## src/uart_sc_pkg.sv

```systemverilog
/*
  shared constants for the serial port status and control block: register
  offsets, field positions, reset values and bit timing.
  assumes a 250 MHz clock and a fixed bit period.
*/
package uart_sc_pkg;

  // ------------------------------------------------------------
  // register port
  // ------------------------------------------------------------
  localparam int unsigned ADDR_W          = 4;
  localparam logic [3:0]  OFF_STATUS      = 4'h0;
  localparam logic [3:0]  OFF_MODE        = 4'h4;
  localparam logic [3:0]  OFF_TX_DATA     = 4'h8;
  localparam logic [3:0]  OFF_RX_DATA     = 4'hC;

  // ------------------------------------------------------------
  // status and control field positions
  // ------------------------------------------------------------
  localparam int unsigned POS_ADDR_DETECT_ENABLE      = 24;
  localparam int unsigned POS_MATCH_LO    = 16;
  localparam int unsigned POS_TXISEL_LO   = 14;
  localparam int unsigned POS_TX_INV      = 13;
  localparam int unsigned POS_RX_EN       = 12;
  localparam int unsigned POS_BREAK       = 11;
  localparam int unsigned POS_TX_EN       = 10;
  localparam int unsigned POS_TX_FULL     = 9;
  localparam int unsigned POS_SHIFT_EMPTY = 8;
  localparam int unsigned POS_RXISEL_LO   = 6;
  localparam int unsigned POS_ADDR_CHAR   = 5;
  localparam int unsigned POS_RX_IDLE     = 4;
  localparam int unsigned POS_PARITY_ERR  = 3;
  localparam int unsigned POS_FRAME_ERR   = 2;
  localparam int unsigned POS_OVERRUN     = 1;
  localparam int unsigned POS_RX_AVAIL    = 0;

  // mode register fields
  localparam int unsigned POS_MODE_ON     = 15;
  localparam int unsigned POS_MODE_IR     = 12;
  localparam int unsigned POS_MODE_PARITY = 1;

  // ------------------------------------------------------------
  // reset values and field codes
  // ------------------------------------------------------------
  localparam logic       RST_SHIFT_EMPTY  = 1'b1;
  localparam logic       RST_RX_IDLE      = 1'b1;
  localparam logic [1:0] TXI_NOT_FULL     = 2'h0;
  localparam logic [1:0] TXI_ALL_SENT     = 2'h1;
  localparam logic [1:0] TXI_EMPTY        = 2'h2;

  // ------------------------------------------------------------
  // timing
  // ------------------------------------------------------------
  localparam int unsigned CLK_PERIOD_NS   = 4;
  localparam int unsigned BIT_TIME_NS     = 64;
  localparam int unsigned BIT_CYCLES      = BIT_TIME_NS / CLK_PERIOD_NS;
  localparam int unsigned IR_PULSE_CYCLES = (BIT_CYCLES * 3) / 16;
  localparam int unsigned BREAK_ZEROS     = 12;
  localparam int unsigned CHAR_BITS       = 8;
  localparam int unsigned TX_DEPTH        = 4;

endpackage : uart_sc_pkg

```

## src/tx_buffer.sv

```systemverilog
/*
  small transmit buffer memory with registered read data.
  a pop while empty and a push while full are ignored.
*/
`timescale 1ns/1ns
module tx_buffer (
  // clock and reset
  input  wire logic       clk,
  input  wire logic       rst_n,
  // control
  input  wire logic       flush,
  input  wire logic       push,
  input  wire logic [7:0] push_data,
  input  wire logic       pop,
  // status and data
  output logic [7:0]      pop_data,
  output logic            full,
  output logic            empty
);
  logic [7:0] mem [uart_sc_pkg::TX_DEPTH];
  logic [1:0] wr_ptr;
  logic [1:0] rd_ptr;
  logic [2:0] count;
  wire        do_push = push && !full;
  wire        do_pop  = pop && !empty;

  assign full  = (count == 3'(uart_sc_pkg::TX_DEPTH));
  assign empty = (count == 3'h0);

  always_ff @(posedge clk) begin
    if (do_push) begin
      mem[wr_ptr] <= push_data;
    end
  end

  always_ff @(posedge clk or negedge rst_n) begin
    if (!rst_n) begin
      wr_ptr   <= 2'h0;
      rd_ptr   <= 2'h0;
      count    <= 3'h0;
      pop_data <= 8'h00;
    end else if (flush) begin
      wr_ptr <= 2'h0;
      rd_ptr <= 2'h0;
      count  <= 3'h0;
    end else begin
      if (do_push) begin
        wr_ptr <= wr_ptr + 2'h1;
      end
      if (do_pop) begin
        rd_ptr   <= rd_ptr + 2'h1;
        pop_data <= mem[rd_ptr];
      end
      count <= count + 3'(do_push) - 3'(do_pop);
    end
  end
endmodule : tx_buffer

```

## src/rx_engine.sv

```systemverilog
/*
  serial receiver: pin synchroniser, start detect, mid-bit sampling,
  optional even parity and stop check.
  assumes the pin is asynchronous; enable low holds it in idle.
*/
`timescale 1ns/1ns
module rx_engine (
  // clock and reset
  input  wire logic       clk,
  input  wire logic       rst_n,
  // control
  input  wire logic       enable,
  input  wire logic       parity_on,
  input  wire logic       pin,
  // character out
  output logic            char_valid,
  output logic [7:0]      char_data,
  output logic            char_frame_err,
  output logic            char_parity_err,
  output logic            idle
);
  typedef enum logic [2:0] {RX_IDLE, RX_START, RX_DATA, RX_PAR, RX_STOP} rx_state_t;

  localparam logic [4:0] HALF_BIT = 5'(uart_sc_pkg::BIT_CYCLES / 2 - 1);
  localparam logic [4:0] FULL_BIT = 5'(uart_sc_pkg::BIT_CYCLES - 1);

  rx_state_t  state;
  logic       pin_meta;
  logic       pin_sync;
  logic [4:0] tick;
  logic [2:0] nbit;
  logic [7:0] shift;
  logic       par_bit;
  wire        at_sample = (tick == 5'h0);

  // only the second stage is looked at
  always_ff @(posedge clk or negedge rst_n) begin
    if (!rst_n) begin
      pin_meta <= 1'b1;
      pin_sync <= 1'b1;
    end else begin
      pin_meta <= pin;
      pin_sync <= pin_meta;
    end
  end

  assign idle = (state == RX_IDLE);

  always_ff @(posedge clk or negedge rst_n) begin
    if (!rst_n) begin
      state           <= RX_IDLE;
      tick            <= 5'h0;
      nbit            <= 3'h0;
      shift           <= 8'h00;
      par_bit         <= 1'b0;
      char_valid      <= 1'b0;
      char_data       <= 8'h00;
      char_frame_err  <= 1'b0;
      char_parity_err <= 1'b0;
    end else begin
      char_valid <= 1'b0;
      tick       <= at_sample ? FULL_BIT : tick - 5'h1;
      if (!enable) begin
        state <= RX_IDLE;
      end else begin
        unique case (state)
          RX_IDLE: begin
            if (!pin_sync) begin
              state <= RX_START;
              tick  <= HALF_BIT;
            end
          end
          RX_START: begin
            if (at_sample) begin
              state <= pin_sync ? RX_IDLE : RX_DATA;
              nbit  <= 3'h0;
            end
          end
          RX_DATA: begin
            if (at_sample) begin
              shift <= {pin_sync, shift[7:1]};
              nbit  <= nbit + 3'h1;
              if (nbit == 3'h7) begin
                state <= parity_on ? RX_PAR : RX_STOP;
              end
            end
          end
          RX_PAR: begin
            if (at_sample) begin
              par_bit <= pin_sync;
              state   <= RX_STOP;
            end
          end
          RX_STOP: begin
            if (at_sample) begin
              state           <= RX_IDLE;
              char_valid      <= 1'b1;
              char_data       <= shift;
              char_frame_err  <= !pin_sync;
              char_parity_err <= parity_on && ((^shift) != par_bit);
            end
          end
        endcase
      end
    end
  end
endmodule : rx_engine

```

## src/uart_status_control.sv

```systemverilog
/*
  status and control part of an asynchronous serial port: register port,
  transmitter with buffer, break and infrared encoding, receive status.
  assumes a register master on clk and an asynchronous serial input pin.
*/
// The address-and-strobe port and the register addresses were left to the implementer.
`timescale 1ns/1ns
// What this block does
// address detect on while its enable bit set
// match field is the compared address character
// transmit request follows selected buffer condition
// plain output idles at inverse of polarity bit
// encoded output idles at the polarity bit
// receiver enable gates use of input pin
// break is start, twelve zeros, stop; self-clears
// transmit enable drives output; clearing flushes buffer
// buffer full flag reads buffer state
// shift empty needs shifter and buffer empty
// upper unused bits read zero, ignore writes
// low byte holds receive control and status
// engines act only with module on, mode set
module uart_status_control (
  // clock and reset
  input  wire logic        clk,
  input  wire logic        rst_n,
  // register port
  input  wire logic [3:0]  reg_addr,
  input  wire logic [31:0] reg_wdata,
  input  wire logic        reg_write,
  input  wire logic        reg_read,
  output logic      [31:0] reg_rdata,
  // serial line
  input  wire logic        serial_in_pin,
  output logic             serial_out_pin,
  output logic             serial_out_en,
  // request levels
  output logic             tx_irq_req,
  output logic             rx_irq_req
);
  typedef enum logic [2:0] {TX_IDLE, TX_LOAD, TX_START, TX_DATA, TX_PARITY, TX_STOP} tx_state_t;

  localparam logic [4:0] FULL_BIT = 5'(uart_sc_pkg::BIT_CYCLES - 1);
  localparam logic [4:0] IR_LAST  = 5'(uart_sc_pkg::IR_PULSE_CYCLES);

  // ------------------------------------------------------------
  // control and status storage
  // ------------------------------------------------------------
  logic       addr_detect_enable;
  logic [7:0] match_char;
  logic [1:0] tx_irq_select;
  logic       tx_polarity_invert;
  logic       rx_enable_bit;
  logic       send_break;
  logic       tx_enable_bit;
  logic [1:0] rx_irq_select;
  logic       address_char_enable;
  logic       parity_error;
  logic       framing_error;
  logic       overrun_error;
  logic       rx_data_available;
  logic [7:0] rx_hold;
  logic       module_on;
  logic       infrared_enable;
  logic       parity_on;
  logic       addressed;

  // ------------------------------------------------------------
  // decode
  // ------------------------------------------------------------
  wire wr_status = reg_write && (reg_addr == uart_sc_pkg::OFF_STATUS);
  wire wr_mode   = reg_write && (reg_addr == uart_sc_pkg::OFF_MODE);
  wire wr_txdata = reg_write && (reg_addr == uart_sc_pkg::OFF_TX_DATA);
  wire rd_rxdata = reg_read && (reg_addr == uart_sc_pkg::OFF_RX_DATA);

  wire tx_active = module_on && tx_enable_bit;   // see R8
  wire rx_active = module_on && rx_enable_bit;   // see R6

  // ------------------------------------------------------------
  // transmit buffer
  // ------------------------------------------------------------
  tx_state_t  tx_state;
  logic [7:0] tx_shift;
  logic [4:0] tx_tick;
  logic [3:0] tx_nbit;
  logic       tx_par;
  logic       break_active;
  logic       tx_pop;
  logic [7:0] fifo_data;
  logic       fifo_full;
  logic       fifo_empty;

  tx_buffer u_tx_buffer (
    .clk       (clk),
    .rst_n     (rst_n),
    .flush     (!tx_active),
    .push      (wr_txdata && tx_active),
    .push_data (reg_wdata[7:0]),
    .pop       (tx_pop),
    .pop_data  (fifo_data),
    .full      (fifo_full),
    .empty     (fifo_empty)
  );

  wire tx_buffer_full = fifo_full;
  wire tx_shift_empty = fifo_empty && (tx_state == TX_IDLE);
  wire bit_end        = (tx_tick == 5'h0);
  wire start_break    = tx_active && (tx_state == TX_IDLE) && send_break;
  wire break_done     = break_active && (tx_state == TX_STOP) && bit_end;
  assign tx_pop       = tx_active && (tx_state == TX_IDLE) && !send_break && !fifo_empty;

  // ------------------------------------------------------------
  // transmitter
  // ------------------------------------------------------------
  always_ff @(posedge clk or negedge rst_n) begin
    if (!rst_n) begin
      tx_state     <= TX_IDLE;
      tx_shift     <= 8'h00;
      tx_tick      <= 5'h0;
      tx_nbit      <= 4'h0;
      tx_par       <= 1'b0;
      break_active <= 1'b0;
    end else if (!tx_active) begin
      tx_state     <= TX_IDLE;
      break_active <= 1'b0;
    end else begin
      tx_tick <= bit_end ? FULL_BIT : tx_tick - 5'h1;
      unique case (tx_state)
        TX_IDLE: begin
          if (start_break) begin
            tx_state     <= TX_START;
            break_active <= 1'b1;
            tx_tick      <= FULL_BIT;
          end else if (tx_pop) begin
            tx_state <= TX_LOAD;
          end
        end
        TX_LOAD: begin
          tx_shift <= fifo_data;
          tx_par   <= ^fifo_data;
          tx_state <= TX_START;
          tx_tick  <= FULL_BIT;
        end
        TX_START: begin
          if (bit_end) begin
            tx_state <= TX_DATA;
            tx_nbit  <= 4'h0;
          end
        end
        TX_DATA: begin
          if (bit_end) begin
            tx_shift <= {1'b0, tx_shift[7:1]};
            tx_nbit  <= tx_nbit + 4'h1;
            if (break_active && tx_nbit == 4'(uart_sc_pkg::BREAK_ZEROS - 1)) begin
              tx_state <= TX_STOP;
            end else if (!break_active && tx_nbit == 4'(uart_sc_pkg::CHAR_BITS - 1)) begin
              tx_state <= parity_on ? TX_PARITY : TX_STOP;
            end
          end
        end
        TX_PARITY: begin
          if (bit_end) begin
            tx_state <= TX_STOP;
          end
        end
        TX_STOP: begin
          if (bit_end) begin
            tx_state     <= TX_IDLE;
            break_active <= 1'b0;
          end
        end
      endcase
    end
  end

  // raw line level before polarity and encoding
  logic tx_level;
  always_comb begin
    unique case (tx_state)
      TX_START:  tx_level = 1'b0;
      TX_DATA:   tx_level = break_active ? 1'b0 : tx_shift[0];
      TX_PARITY: tx_level = tx_par;
      default:   tx_level = 1'b1;
    endcase
  end

  // encoded mode: a zero bit is a short pulse at the start of its period
  wire ir_pulse  = !tx_level && (tx_tick > FULL_BIT - IR_LAST);
  wire plain_out = tx_level ^ tx_polarity_invert;
  wire ir_out    = ir_pulse ? !tx_polarity_invert : tx_polarity_invert;
  wire next_out  = infrared_enable ? ir_out : plain_out;

  // ------------------------------------------------------------
  // receiver and address filter
  // ------------------------------------------------------------
  logic       rx_valid;
  logic [7:0] rx_char;
  logic       rx_framing_error;
  logic       rx_parity_error;
  logic       receiver_idle;

  rx_engine u_rx_engine (
    .clk             (clk),
    .rst_n           (rst_n),
    .enable          (rx_active),
    .parity_on       (parity_on),
    .pin             (serial_in_pin),
    .char_valid      (rx_valid),
    .char_data       (rx_char),
    .char_frame_err  (rx_framing_error),
    .char_parity_err (rx_parity_error),
    .idle            (receiver_idle)
  );

  wire is_match  = (rx_char == match_char);
  wire rx_accept = rx_valid && (!addr_detect_enable || addressed || is_match);
  wire rx_store  = rx_accept && !rx_data_available;
  wire rx_ovf    = rx_accept && rx_data_available;

  // ------------------------------------------------------------
  // register writes and hardware flags
  // ------------------------------------------------------------
  always_ff @(posedge clk or negedge rst_n) begin
    if (!rst_n) begin
      addr_detect_enable  <= 1'b0;
      match_char          <= 8'h00;
      tx_irq_select       <= 2'h0;
      tx_polarity_invert  <= 1'b0;
      rx_enable_bit       <= 1'b0;
      tx_enable_bit       <= 1'b0;
      rx_irq_select       <= 2'h0;
      address_char_enable <= 1'b0;
      module_on           <= 1'b0;
      infrared_enable     <= 1'b0;
      parity_on           <= 1'b0;
    end else begin
      if (wr_status) begin
        addr_detect_enable  <= reg_wdata[uart_sc_pkg::POS_ADDR_DETECT_ENABLE];   // see R1
        match_char          <= reg_wdata[uart_sc_pkg::POS_MATCH_LO +: 8];
        tx_irq_select       <= reg_wdata[uart_sc_pkg::POS_TXISEL_LO +: 2];
        tx_polarity_invert  <= reg_wdata[uart_sc_pkg::POS_TX_INV];
        rx_enable_bit       <= reg_wdata[uart_sc_pkg::POS_RX_EN];
        tx_enable_bit       <= reg_wdata[uart_sc_pkg::POS_TX_EN];
        rx_irq_select       <= reg_wdata[uart_sc_pkg::POS_RXISEL_LO +: 2];
        address_char_enable <= reg_wdata[uart_sc_pkg::POS_ADDR_CHAR];
      end
      if (wr_mode) begin
        module_on       <= reg_wdata[uart_sc_pkg::POS_MODE_ON];
        infrared_enable <= reg_wdata[uart_sc_pkg::POS_MODE_IR];
        parity_on       <= reg_wdata[uart_sc_pkg::POS_MODE_PARITY];
      end
    end
  end

  // hardware set beats software clear on the overrun and data flags; a status write beats the break self-clear
  always_ff @(posedge clk or negedge rst_n) begin
    if (!rst_n) begin
      send_break        <= 1'b0;
      overrun_error     <= 1'b0;
      rx_data_available <= 1'b0;
      rx_hold           <= 8'h00;
      parity_error      <= 1'b0;
      framing_error     <= 1'b0;
      addressed         <= 1'b0;
    end else begin
      if (wr_status) begin
        send_break <= reg_wdata[uart_sc_pkg::POS_BREAK];
      end else if (break_done) begin
        send_break <= 1'b0;
      end
      if (rx_ovf) begin
        overrun_error <= 1'b1;
      end else if (wr_status) begin
        overrun_error <= reg_wdata[uart_sc_pkg::POS_OVERRUN];
      end
      if (rx_store) begin
        rx_data_available <= 1'b1;
        rx_hold           <= rx_char;
        parity_error      <= rx_parity_error;
        framing_error     <= rx_framing_error;
      end else if (rd_rxdata) begin
        rx_data_available <= 1'b0;
      end
      if (!addr_detect_enable) begin
        addressed <= 1'b0;
      end else if (rx_valid && is_match) begin
        addressed <= 1'b1;                        // see R1
      end
    end
  end

  // ------------------------------------------------------------
  // read mux and registered outputs
  // ------------------------------------------------------------
  wire [31:0] status_word = {7'h00, addr_detect_enable, match_char,
                             tx_irq_select, tx_polarity_invert, rx_enable_bit,
                             send_break, tx_enable_bit, tx_buffer_full, tx_shift_empty,
                             rx_irq_select, address_char_enable, receiver_idle,
                             parity_error, framing_error, overrun_error, rx_data_available};
  wire [31:0] mode_word   = {16'h0000, module_on, 2'h0, infrared_enable, 10'h000, parity_on, 1'b0};
  wire [31:0] rd_word     = (reg_addr == uart_sc_pkg::OFF_STATUS)  ? status_word :
                            (reg_addr == uart_sc_pkg::OFF_MODE)    ? mode_word :
                            (reg_addr == uart_sc_pkg::OFF_RX_DATA) ? {24'h000000, rx_hold} :
                            32'h00000000;

  // transmit request; code 11 never asserts
  wire next_tx_irq = (tx_irq_select == uart_sc_pkg::TXI_NOT_FULL) ? !tx_buffer_full :
                     (tx_irq_select == uart_sc_pkg::TXI_ALL_SENT) ? tx_shift_empty :
                     (tx_irq_select == uart_sc_pkg::TXI_EMPTY)    ? fifo_empty : 1'b0;

  always_ff @(posedge clk or negedge rst_n) begin
    if (!rst_n) begin
      reg_rdata      <= 32'h00000000;
      serial_out_pin <= 1'b1;
      serial_out_en  <= 1'b0;
      tx_irq_req     <= 1'b0;
      rx_irq_req     <= 1'b0;
    end else begin
      reg_rdata      <= reg_read ? rd_word : 32'h00000000;
      serial_out_pin <= next_out;
      serial_out_en  <= tx_active;
      tx_irq_req     <= tx_active && next_tx_irq;
      rx_irq_req     <= rx_data_available;
    end
  end
endmodule : uart_status_control

```

## config.mk

```make
export PLATFORM = sky130hd
export DESIGN_NAME = uart_status_control
export DESIGN_NICKNAME = d
export VERILOG_FILES = /design/src/uart_sc_pkg.sv /design/src/tx_buffer.sv /design/src/rx_engine.sv /design/src/uart_status_control.sv
export SDC_FILE = /design/constraint.sdc
export NUM_CORES = 1
export LEC_CHECK = 0
export BUFFER_PORTS_ARGS = -buffer_cell sky130_fd_sc_hd__buf_2
export CAP_MARGIN = 40
export CORE_MARGIN = 4
export CORE_UTILIZATION = 53
export CTS_CLUSTER_SIZE = 28
export DETAILED_ROUTE_END_ITERATION = 8
export PLACE_DENSITY_LB_ADDON = 0.1
export SLEW_MARGIN = 10
export SYNTH_ARGS = -nofsm -noshare
export SYNTH_HDL_FRONTEND = slang
export SYNTH_SLANG_ARGS = --single-unit
export TNS_END_PERCENT = 20
```

## constraint.sdc

```tcl
create_clock -name clk -period 3.7 [get_ports clk]
set_clock_uncertainty 0.15 [all_clocks]
set_input_delay 0.185 -clock clk [delete_from_list [all_inputs] [get_ports clk]]
set_output_delay 0.185 -clock clk [all_outputs]
set_load 0.03 [all_outputs]
```

; Yosys cells after proc, flatten, opt, wreduce, memory -nomap -nowiden
; Memory sizes are Yosys's and may differ from the RTL's. A register that Yosys moved wholly into a read port is not among the register bits.
; Cells that the tools add are included.
[word_totals]
reg_bits = 125
mem_bits_rw = 32
input_bits = 41
out_inout_bits = 36
wordCells = 226
mem_count = 1
[mem_list]
columns = name, depth, width, read_ports, rd_clocked_by_memory_dff, write_ports, line_no
row1 = u_tx_buffer.mem, 4, 8, 1, 1, 1, tx_buffer.sv:20  ; logic [7:0] mem [uart_sc_pkg::TX_DEPTH];
[op_classes]
n_addsub = 8
order_cmp = 1
eq_ne = 41
n_mux = 68
bitwise = 1
n_reduce_logical = 63
[ops]
columns = operator, count
row1 = 3-bit 2-to-1 mux, 19
row2 = 25-bit 2-to-1 mux, 2
row3 = "3-bit inequality test, second input constant", 11
row4 = 5-bit 2-to-1 mux, 6
row5 = 1-bit logical AND, 25
row6 = 1-bit 2-to-1 mux, 23
row7 = 3-bit one-hot mux with 6 select lines, 1
row8 = 16-bit 2-to-1 mux, 1
row9 = 8-bit 2-to-1 mux, 2
row10 = 8-bit one-hot mux with 2 select lines, 1
row11 = 8-bit parity, 2
row12 = "3-bit == test, second input constant", 5
row13 = 3-bit one-hot mux with 5 select lines, 1
row14 = 3-bit AND reduction, 5
row15 = "3-bit by 2-bit == test with 1-bit output, second input constant", 4
row16 = "4-bit == test, second input constant", 3
row17 = 6-bit AND reduction, 2
row18 = 2-bit nonzero test, 6
row19 = 1-bit logical NOT, 10
row20 = 5-bit logical NOT, 2
row21 = 2-bit 2-to-1 mux, 5
row22 = "2-bit by 1-bit inequality test with 1-bit output, second input constant", 5
row23 = 5-bit one-hot mux with 2 select lines, 1
row24 = "5-bit by 1-bit subtractor with 5-bit output, second input constant", 2
row25 = 28 further kinds, 38

; Logic depth before layout (Yosys ltp)
; Gate-level depths: netlist (run 1).
[depth]
depth_word = 8
ltp_mapped = 12
depth_no_buf = 10

; Modules after synthesis
; A second synthesis (run 1) with hierarchy kept.
[unflattened]
cells_unflattened = 624
hier_area_um2 = 7697.4
[by_module_without_submodules]
columns = mod, n_inst, cells_per_inst, area_each_um2
row1 = uart_status_control, 1, 395, 4246.6
row2 = tx_buffer, 1, 105, 1924.3
row3 = rx_engine, 1, 124, 1526.5

; Worst setup path before layout (run 1)
; Ideal clock, no wire load.
[synth_timing]
path_type = register to register
from = register tx_state[1]
to = register u_tx_buffer.count[2]
setup_time_ps = 132
arrival_ps = 2603
required_time_ps = 3418
slack_ps = 815
stages_incl_launch_ff = 13
path_buffers = 2
cell_sequence = dfrtp_1 -> clkbuf_1 -> or3_1 -> nor4_1 -> buf_2 -> ha_1 -> inv_1 -> ha_1 -> inv_1 -> fa_1 -> xor2_1 -> xnor2_1 -> nor2_1
[synth_via]
elab_chain_cells = 7
[synth_rtl]
columns = element, line_no
row1 = "start, declared", uart_status_control.sv:81  ; tx_state_t tx_state;
row2 = "start signal, assigned", uart_status_control.sv:156  ; tx_state <= parity_on ? TX_PARITY : TX_STOP;
row3 = 3-bit logical NOT, uart_status_control.sv:109  ; assign tx_pop = tx_active && (tx_state == TX_IDLE) && !send_break && !fifo_empty;
row4 = 1-bit logical AND (3 in a row), uart_status_control.sv:109
row5 = 1-bit logical AND, tx_buffer.sv:25  ; wire do_pop = pop && !empty;
row6 = 3-bit by 1-bit subtractor with 3-bit output, tx_buffer.sv:54  ; count <= count + 3'(do_push) - 3'(do_pop);
row7 = 3-bit 2-to-1 mux, tx_buffer.sv:42  ; end else if (flush) begin
row8 = "end signal, assigned", tx_buffer.sv:54
row9 = "end, declared", tx_buffer.sv:23  ; logic [2:0] count;
; Every way passes these cells.
; A chain may end at the register's enable or synchronous reset.

; Worst setup path after layout (run 1)
; Ends and elaborated chain as after synthesis.

==> results.json, run 1 <==
{
  "start_kind": "flop",
  "reg2reg_slack_ps": 820,
  "cts_tree": "yes",
  "nets": 701,
  "firstDrtPassIters": 4,
  "post_drt_via_cell_ratio": 5.34,
  "synthAdderAreaFrac": 0.0239,
  "crit_path_max_fanout": 11,
  "start_util": 0.539,
  "grt_pass1_wl_um": 23300,
  "synth_simple_gate_area_frac": 0.101,
  "relSlewSlack": 0.502,
  "yosys_warnings": 0,
  "syn_area_um2": 7110,
  "wl_met3_um": 393,
  "crit_arrival_ps": 3030,
  "drtAntennaViolNets": 0,
  "die_x_um": 124,
  "core_um2": 13200,
  "synth_common_cells": "dfrtp_1 (130), mux2_2 (51), nor2_1 (46)",
  "syn_inst": 557,
  "cts_made_buffers": 17,
  "drc": 0,
  "cp-startpoint": "tx_state[1]$_DFFE_PN0P_",
  "maxSlewViolCount": 0,
  "ys_types": 55,
  "synth_compound_area_frac": 0.0685,
  "antenna_found_initial": 0,
  "avgSynthCellArea_um2": 12.8,
  "synthXorXnorAreaFrac": 0.0370,
  "dp.cells": 776,
  "place_congestion": 0.823,
  "synth-async-reset-ratio": 0.806,
  "drt_wl_total_um": 13800,
  "min_period_ps": 2880,
  "rsz0062_at_grt": "false",
  "place.port_buffers": 60,
  "max_freq_mhz": 347,
  "setup.worst_path.class": "flop to flop",
  "pin_count": 77,
  "synth.most_common_cell": "dfrtp_1",
  "hold_path.class": "input port to flop",
  "diodes": 0,
  "synth_edf_count": 32,
  "grt_max_degree": 56,
  "power_density_nw_per_um2": 520,
  "h-tree-depth": 4,
  "final_util": 0.645,
  "grt_use_total": 0.200,
  "cts-root-buf": "clkbuf_16",
  "fp.dieH_um": 124,
  "path_buf_inv": 3,
  "grt_pass1_vias": 4760,
  "drive_gt1_frac": 0.259,
  "tns_ps": 0,
  "cts_resized": 0,
  "cts_sinks": 165,
  "met1Wirelength_um": 5880,
  "synth_top_family_by_area": "multiplexers",
  "maxCapViolations": 0,
  "grt.overflow.total": 0,
  "r2r_cells": 11,
  "period_share": 0.778,
  "wire_per_inst_um": 16.5,
  "slowest_delay_ps": 480,
  "rows": 42,
  "via_count": 4463,
  "dieArea_um2": 15300,
  "ys_ff_latch": 165,
  "drt_iter0_drc": 237,
  "area_growth_syn_to_layout_pct": 19.6,
  "vdd_drop_max_uv": 391,
  "cp.required_ps": 3860,
  "hold_viol": 0,
  "crit_end": "u_tx_buffer.count[2]$_DFF_PN0_",
  "clk_pin_slew_worst_paths_ps": 70,
  "synth_top_area_share": 0.458,
  "highest_layer": "met4",
  "synth.area.top_cells": "dfrtp_1 (46%), edfxtp_1 (14%), mux2_2 (8.1%), xnor2_1 (3.2%), mux4_2 (2.5%)",
  "reg2reg_to": "u_tx_buffer.count[2]$_DFF_PN0_",
  "synth-seq-area-share": 0.604,
  "met2_wirelength_um": 7370,
  "clk_latency_ps": 420,
  "yosysTopAreaCell": "dfrtp_1",
  "cp_top_family": "adder cells",
  "cp-end-kind": "flop",
  "crit_cells": 11,
  "cts_buffer_depth": 2,
  "leakagePower_nw": 3.93,
  "synth-main-ff-cell": "dfrtp_1",
  "layout.cells.non_filler": 836,
  "cp_cell_sequence": "or3_1 > nor4_2 > buf_4 > ha_1 > inv_1 > ha_1 > inv_1 > fa_1 > xor2_1 > xnor2_1 > nor2_1",
  "status": "complete, no violations",
  "crit_slowest_cell": "dfrtp_1",
  "setup_violations": 0,
  "muxShareOfSynthArea": 0.134,
  "worst_slew_pin_slew_ps": 744,
  "r2r-start": "tx_state[1]$_DFFE_PN0P_",
  "dp_hpwl_um": 9350
}
[cell families (layout without fill, tap and decap cells)]
logic type,count (synthesis),in the layout
compound gates,74,74
fa+ha+maj,13,13
xor+xnor,30,30
flops,165,165
other cells,1,7
simple gates,148,148
mux,76,76
buf+inv,50,147
[through the flow]
step	setup slack [ps]	power [mW]	hold slack (ps)	instance area, um^2
6_report	822	4.42	52.5	8500
4_1_cts	808	4.46	29.6	8500
3_5_place_dp	809	2.59	-5.66	7600
3_3_place_gp	878	2.56	143	7570
2_1_floorplan	815	2.42	-261	7130
5_1_grt	608	4.62	52.7	8500
[layer usage]
| layer | global-route usage | vias to the layer above |
|---|---|---|
| met5 | 0 | - |
| met1 | 0.246 | 2241 |
| met4 | 0.0609 | 0 |
| met3 | 0.0500 | 12 |
| li1 | - | 2140 |
| met2 | 0.349 | 70 |
[power by group]
group / switching [mW] / total (mW) / leakage, nW / internal [mW]
Clock: 0.702 / 1.85 / 0.304 / 1.15
Combinational: 0.258 / 0.464 / 1.56 / 0.206
Sequential: 0.121 / 2.11 / 2.07 / 1.99
[state kept, by name, summed over array words and instances, names as in the netlist, 4 cells and up]
| name | cells |
|---|---|
| tx_shift | 8 |
| u_tx_buffer.pop_data | 8 |
| u_rx_engine.tick | 5 |
| tx_nbit | 4 |
| rx_hold | 8 |
| match_char | 8 |
| u_rx_engine.char_data | 8 |
| u_tx_buffer.mem | 32 |
| reg_rdata | 25 |
| u_rx_engine.shift | 8 |
| tx_tick | 5 |
[what timing repair did]
action	4_1_cts	5_1_grt
setup buffers	0	0
hold buffers	28	0
endpoints found under the hold margin	171	0
[tightest hold or removal path, stage by stage]
cell and delay (ps):
buf_2 170, or2_2 180, nor2_1 50
[final cells by class]
cell class,count,area [um^2]
multi-input combinational,348,2620
clock inverter,9,136
inverter,18,67.6
sequential,165,4290
clock buffer,23,489
fill,1000,4690
tap,176,220
timing repair buffer,97,674
[how the worst min path moves through the flow]
| stage | endpoint | start | slack [ps] | depth (start not counted) |
|---|---|---|---|---|
| after floorplan | addr_detect_enable$_DFFE_PN0P_ | rst_n | -260 | 0 |
| after global placement | u_rx_engine.pin_meta$_DFF_PN1_ | serial_in_pin | 140 | 1 |
| after detailed placement | tx_shift[5]$_DFFE_PN0P_ | rst_n | -6 | 1 |
| after CTS | reg_rdata[24]$_DFF_PN0_ | reg_addr[3] | 30 | 3 |
| after global routing | reg_rdata[15]$_DFF_PN0_ | reg_addr[3] | 50 | 3 |
| final | reg_rdata[15]$_DFF_PN0_ | reg_addr[3] | 50 | 3 |
[cells in the final DEF, fill, tap and decap left out, types with 7 or more instances in the layout]
master and n:
inv_1 18, dfrtp_1 130, a22o_1 12, xnor2_1 26
ha_1 12, o21ai_0 17, clkbuf_16 18, nand2_1 33
a21oi_1 19, mux4_2 8, and2_1 16, mux2_2 51
edfxtp_1 32, conb_1 7, mux2i_1 12, nor2_1 46
nand3_1 14, nor3_1 13, buf_2 59, buf_4 8
dlygate4sd3_1 28
No activity file was read; power rests on OpenSTA's default activity.
==> run 2, diff against run 1 <==
--- a/config.mk
+++ b/config.mk
@@ -5,6 +5,7 @@
 export SDC_FILE = /design/constraint.sdc
 export NUM_CORES = 1
 export LEC_CHECK = 0
+export ABC_AREA = 1
 export BUFFER_PORTS_ARGS = -buffer_cell sky130_fd_sc_hd__buf_2
 export CAP_MARGIN = 40
 export CORE_MARGIN = 4
==> constraint.sdc (replaced) <==
create_clock -name clk -period 2.49 [get_ports clk]
set_clock_uncertainty 0.15 [all_clocks]
set_input_delay 0.1245 -clock clk [delete_from_list [all_inputs] [get_ports clk]]
set_output_delay 0.1245 -clock clk [all_outputs]
set_load 0.03 [all_outputs]
==> run 2 against run 1 <==
Net effect:
- core utilization increased by 0.92 points
- first-iteration DRC count increased by 110%
- combinational power increased by 96%
- critical endpoint unchanged
- worst setup slack got worse by 640 ps
- cell area increased by 3.4%
- critical path type unchanged
- clock-buffer cell count unchanged
- sequential power increased by 47%
- hold slack got worse by 8.0 ps
- wire length increased by 16%
- flip-flop and latch count unchanged
- via count increased by 26%
- total power increased by 50%
==> results.json, run 2 <==
{
  "synth-main-ff-cell": "dfrtp_1",
  "yosysTopAreaCell": "dfrtp_1",
  "period_share": 0.927,
  "layout_commonest_cell": "nand2_1",
  "status": "complete, no violations",
  "cp_cell_sequence": "nor3_4 > nand3_4 > nor2_8 > ha_1 > inv_1 > ha_1 > inv_1 > fa_1 > o21ai_0 > a21oi_1",
  "grt_use_total": 0.213,
  "drc": 0,
  "firstDrtPassIters": 5,
  "crit_cells": 10,
  "pre_cts_slack_ps": 146,
  "busiest_layer": "met2",
  "power_density_nw_per_um2": 755,
  "path_buf_inv": 2,
  "drt_iter0_drc": 505,
  "drt_wl_total_um": 16000,
  "cp-end-kind": "flop",
  "start_kind": "flop",
  "ys_ff_latch": 165,
  "rsz0062_at_grt": "false",
  "synth_edf_count": 32,
  "syn_inst": 789,
  "syn_area_um2": 7370,
  "clk_pin_slew_worst_paths_ps": 60,
  "synth.most_common_cell": "nand2_1",
  "hold_viol": 0,
  "cts_tree": "yes",
  "rows": 42,
  "maxCapViolations": 0,
  "worst_slew_pin_slew_ps": 694,
  "cts_sinks": 165,
  "cp-startpoint": "tx_state[2]$_DFFE_PN0P_",
  "grt_pass1_vias": 5698,
  "crit_path_max_fanout": 6,
  "synth-seq-area-share": 0.583,
  "crit_end": "u_tx_buffer.count[2]$_DFF_PN0_",
  "met1_usage": 0.272,
  "avgSynthCellArea_um2": 9.34,
  "synth.area.top_cells": "dfrtp_1 (44%), edfxtp_1 (13%), nand2_1 (8.5%), nor2_1 (5.3%), inv_1 (4.3%)",
  "dp_hpwl_um": 11100,
  "layout_common_cells": "nand2_1 (167), dfrtp_1 (129), nor2_1 (105)",
  "cp_top_family": "adder cells",
  "largest_register_ff_count": 32,
  "nets": 947,
  "antenna_found_initial": 0,
  "synth_top_area_share": 0.441,
  "setup_violations": 0,
  "top_register": "u_tx_buffer.mem",
  "reg2reg_slack_ps": 180,
  "maxSlewViolCount": 0,
  "die_x_um": 126,
  "vdd_drop_max_uv": 373,
  "pin_count": 77,
  "r2r-start": "tx_state[2]$_DFFE_PN0P_",
  "holdWs_ps": 44.5,
  "start_util": 0.548,
  "ys_types": 48,
  "grt_pass1_wl_um": 26900,
  "synth_common_cells": "nand2_1 (167), dfrtp_1 (130), nor2_1 (105)",
  "hold_path.class": "input port to flop",
  "core_um2": 13500,
  "cts_buffer_depth": 2,
  "wire_per_inst_um": 14.8,
  "crit_arrival_ps": 2470,
  "min_period_ps": 2310,
  "via_count": 5623,
  "drive_gt1_frac": 0.153,
  "place.port_buffers": 60,
  "post_drt_via_cell_ratio": 5.20,
  "crit_slowest_cell": "dfrtp_2",
  "area_growth_syn_to_layout_pct": 19.4,
  "cts_made_buffers": 17,
  "drtAntennaViolNets": 0,
  "slowest_delay_ps": 460,
  "synth-async-reset-ratio": 0.806,
  "top_regs": "u_tx_buffer.mem: 32 flops, reg_rdata: 25 flops",
  "grt.overflow.total": 0,
  "yosys_warnings": 0,
  "cts-root-buf": "clkbuf_16",
  "grt_max_degree": 59,
  "dieArea_um2": 15900,
  "r2r_cells": 10,
  "clk_latency_ps": 430,
  "tns_ps": 0,
  "place_congestion": 0.879,
  "setup.worst_path.class": "flop to flop",
  "fp.dieH_um": 126,
  "leakagePower_nw": 4.27,
  "max_freq_mhz": 433,
  "grt_util_met3": 0.0538,
  "finalWorstSetupSlack_ps": 183,
  "power.total_mw": 6.64,
  "cp.required_ps": 2650,
  "relSlewSlack": 0.536,
  "grtUsageMet2": 0.354,
  "diodes": 0,
  "reg2reg_to": "u_tx_buffer.count[2]$_DFF_PN0_",
  "h-tree-depth": 4,
  "fillerInstances": 1060
}
==> run 2: tightest hold or removal path, delay by kind of cell <==
| kind | cells | cell delay, ps |
|---|---|---|
| AND/OR/NAND/NOR | 3 | 210 |
| buffers and inverters | 2 | 160 |
| AO/OA/AOI/OAI | 1 | 80 |
==> run 2: cell type report <==
| cell class | instances | area (um^2) | share of cell area |
|---|---|---|---|
| sequential | 165 | 4290 | 0.488 |
| multi-input combinational | 513 | 2610 | 0.296 |
| timing repair buffer | 106 | 742 | 0.0843 |
| clock buffer | 23 | 499 | 0.0567 |
| inverter | 90 | 338 | 0.0384 |
| tap | 176 | 220 | 0.0250 |
| clock inverter | 9 | 97.6 | 0.0111 |
==> run 2: worst min path at each step <==
stage,start,endpoint,slack [ps],cells after the start
2_1_floorplan,rst_n,addr_detect_enable$_DFFE_PN0P_,-320,0
3_3_place_gp,rst_n,tx_shift[2]$_DFFE_PN0P_,-20,1
3_5_place_dp,rst_n,tx_shift[2]$_DFFE_PN0P_,-20,1
4_1_cts,reg_addr[1],reg_rdata[12]$_DFF_PN0_,20,6
5_1_grt,reg_addr[1],reg_rdata[12]$_DFF_PN0_,100,6
6_report,reg_addr[1],reg_rdata[12]$_DFF_PN0_,40,6
==> run 2: per-layer routing <==
layer  up-vias  routed length [um]
met5         -                   0
met4         0                 365
met3        32                 660
met2       130                7980
met1      2700                6970
li1       2761                   -
==> run 2: logic make-up (layout without fill, tap and decap cells) <==
kind of cell,after synthesis,after routing,share of synthesized area
buffers and inverters,117,228,0.0676
adders and majority gates,13,13,0.0231
AOI/OAI and AO/OA,127,127,0.101
other,1,7,0.000509
muxes,4,4,0.00594
and+or+nand+nor,345,345,0.199
DFF,165,165,0.583
xor gates and xnor gates,17,17,0.0202
==> run 2: power by group <==
part | total (mW) | leakage, nW | internal [mW] | switching, mW
Sequential | 3.11 | 2.04 | 2.96 | 0.156
Clock | 2.62 | 0.298 | 1.60 | 1.02
Combinational | 0.909 | 1.93 | 0.328 | 0.581
Total | 6.64 | 4.27 | 4.89 | 1.75
==> run 2: through the flow <==
step | std cells | instance area [um^2] | util
3_3_place_gp | 1018 | 7880 | 0.585
5_1_grt | 1082 | 8800 | 0.654
3_5_place_dp | 1018 | 7880 | 0.585
2_1_floorplan | 795 | 7390 | -
6_report | 1082 | 8800 | 0.654
4_1_cts | 1081 | 8780 | 0.653
==> run 2: timing repair <==
item / in CTS / in global routing
setup endpoints to repair: 0 / 1
hold buffers: 31 / 0
gates resized for setup: 0 / 2
setup buffers: 0 / 1
hold endpoints to repair: 159 / 0
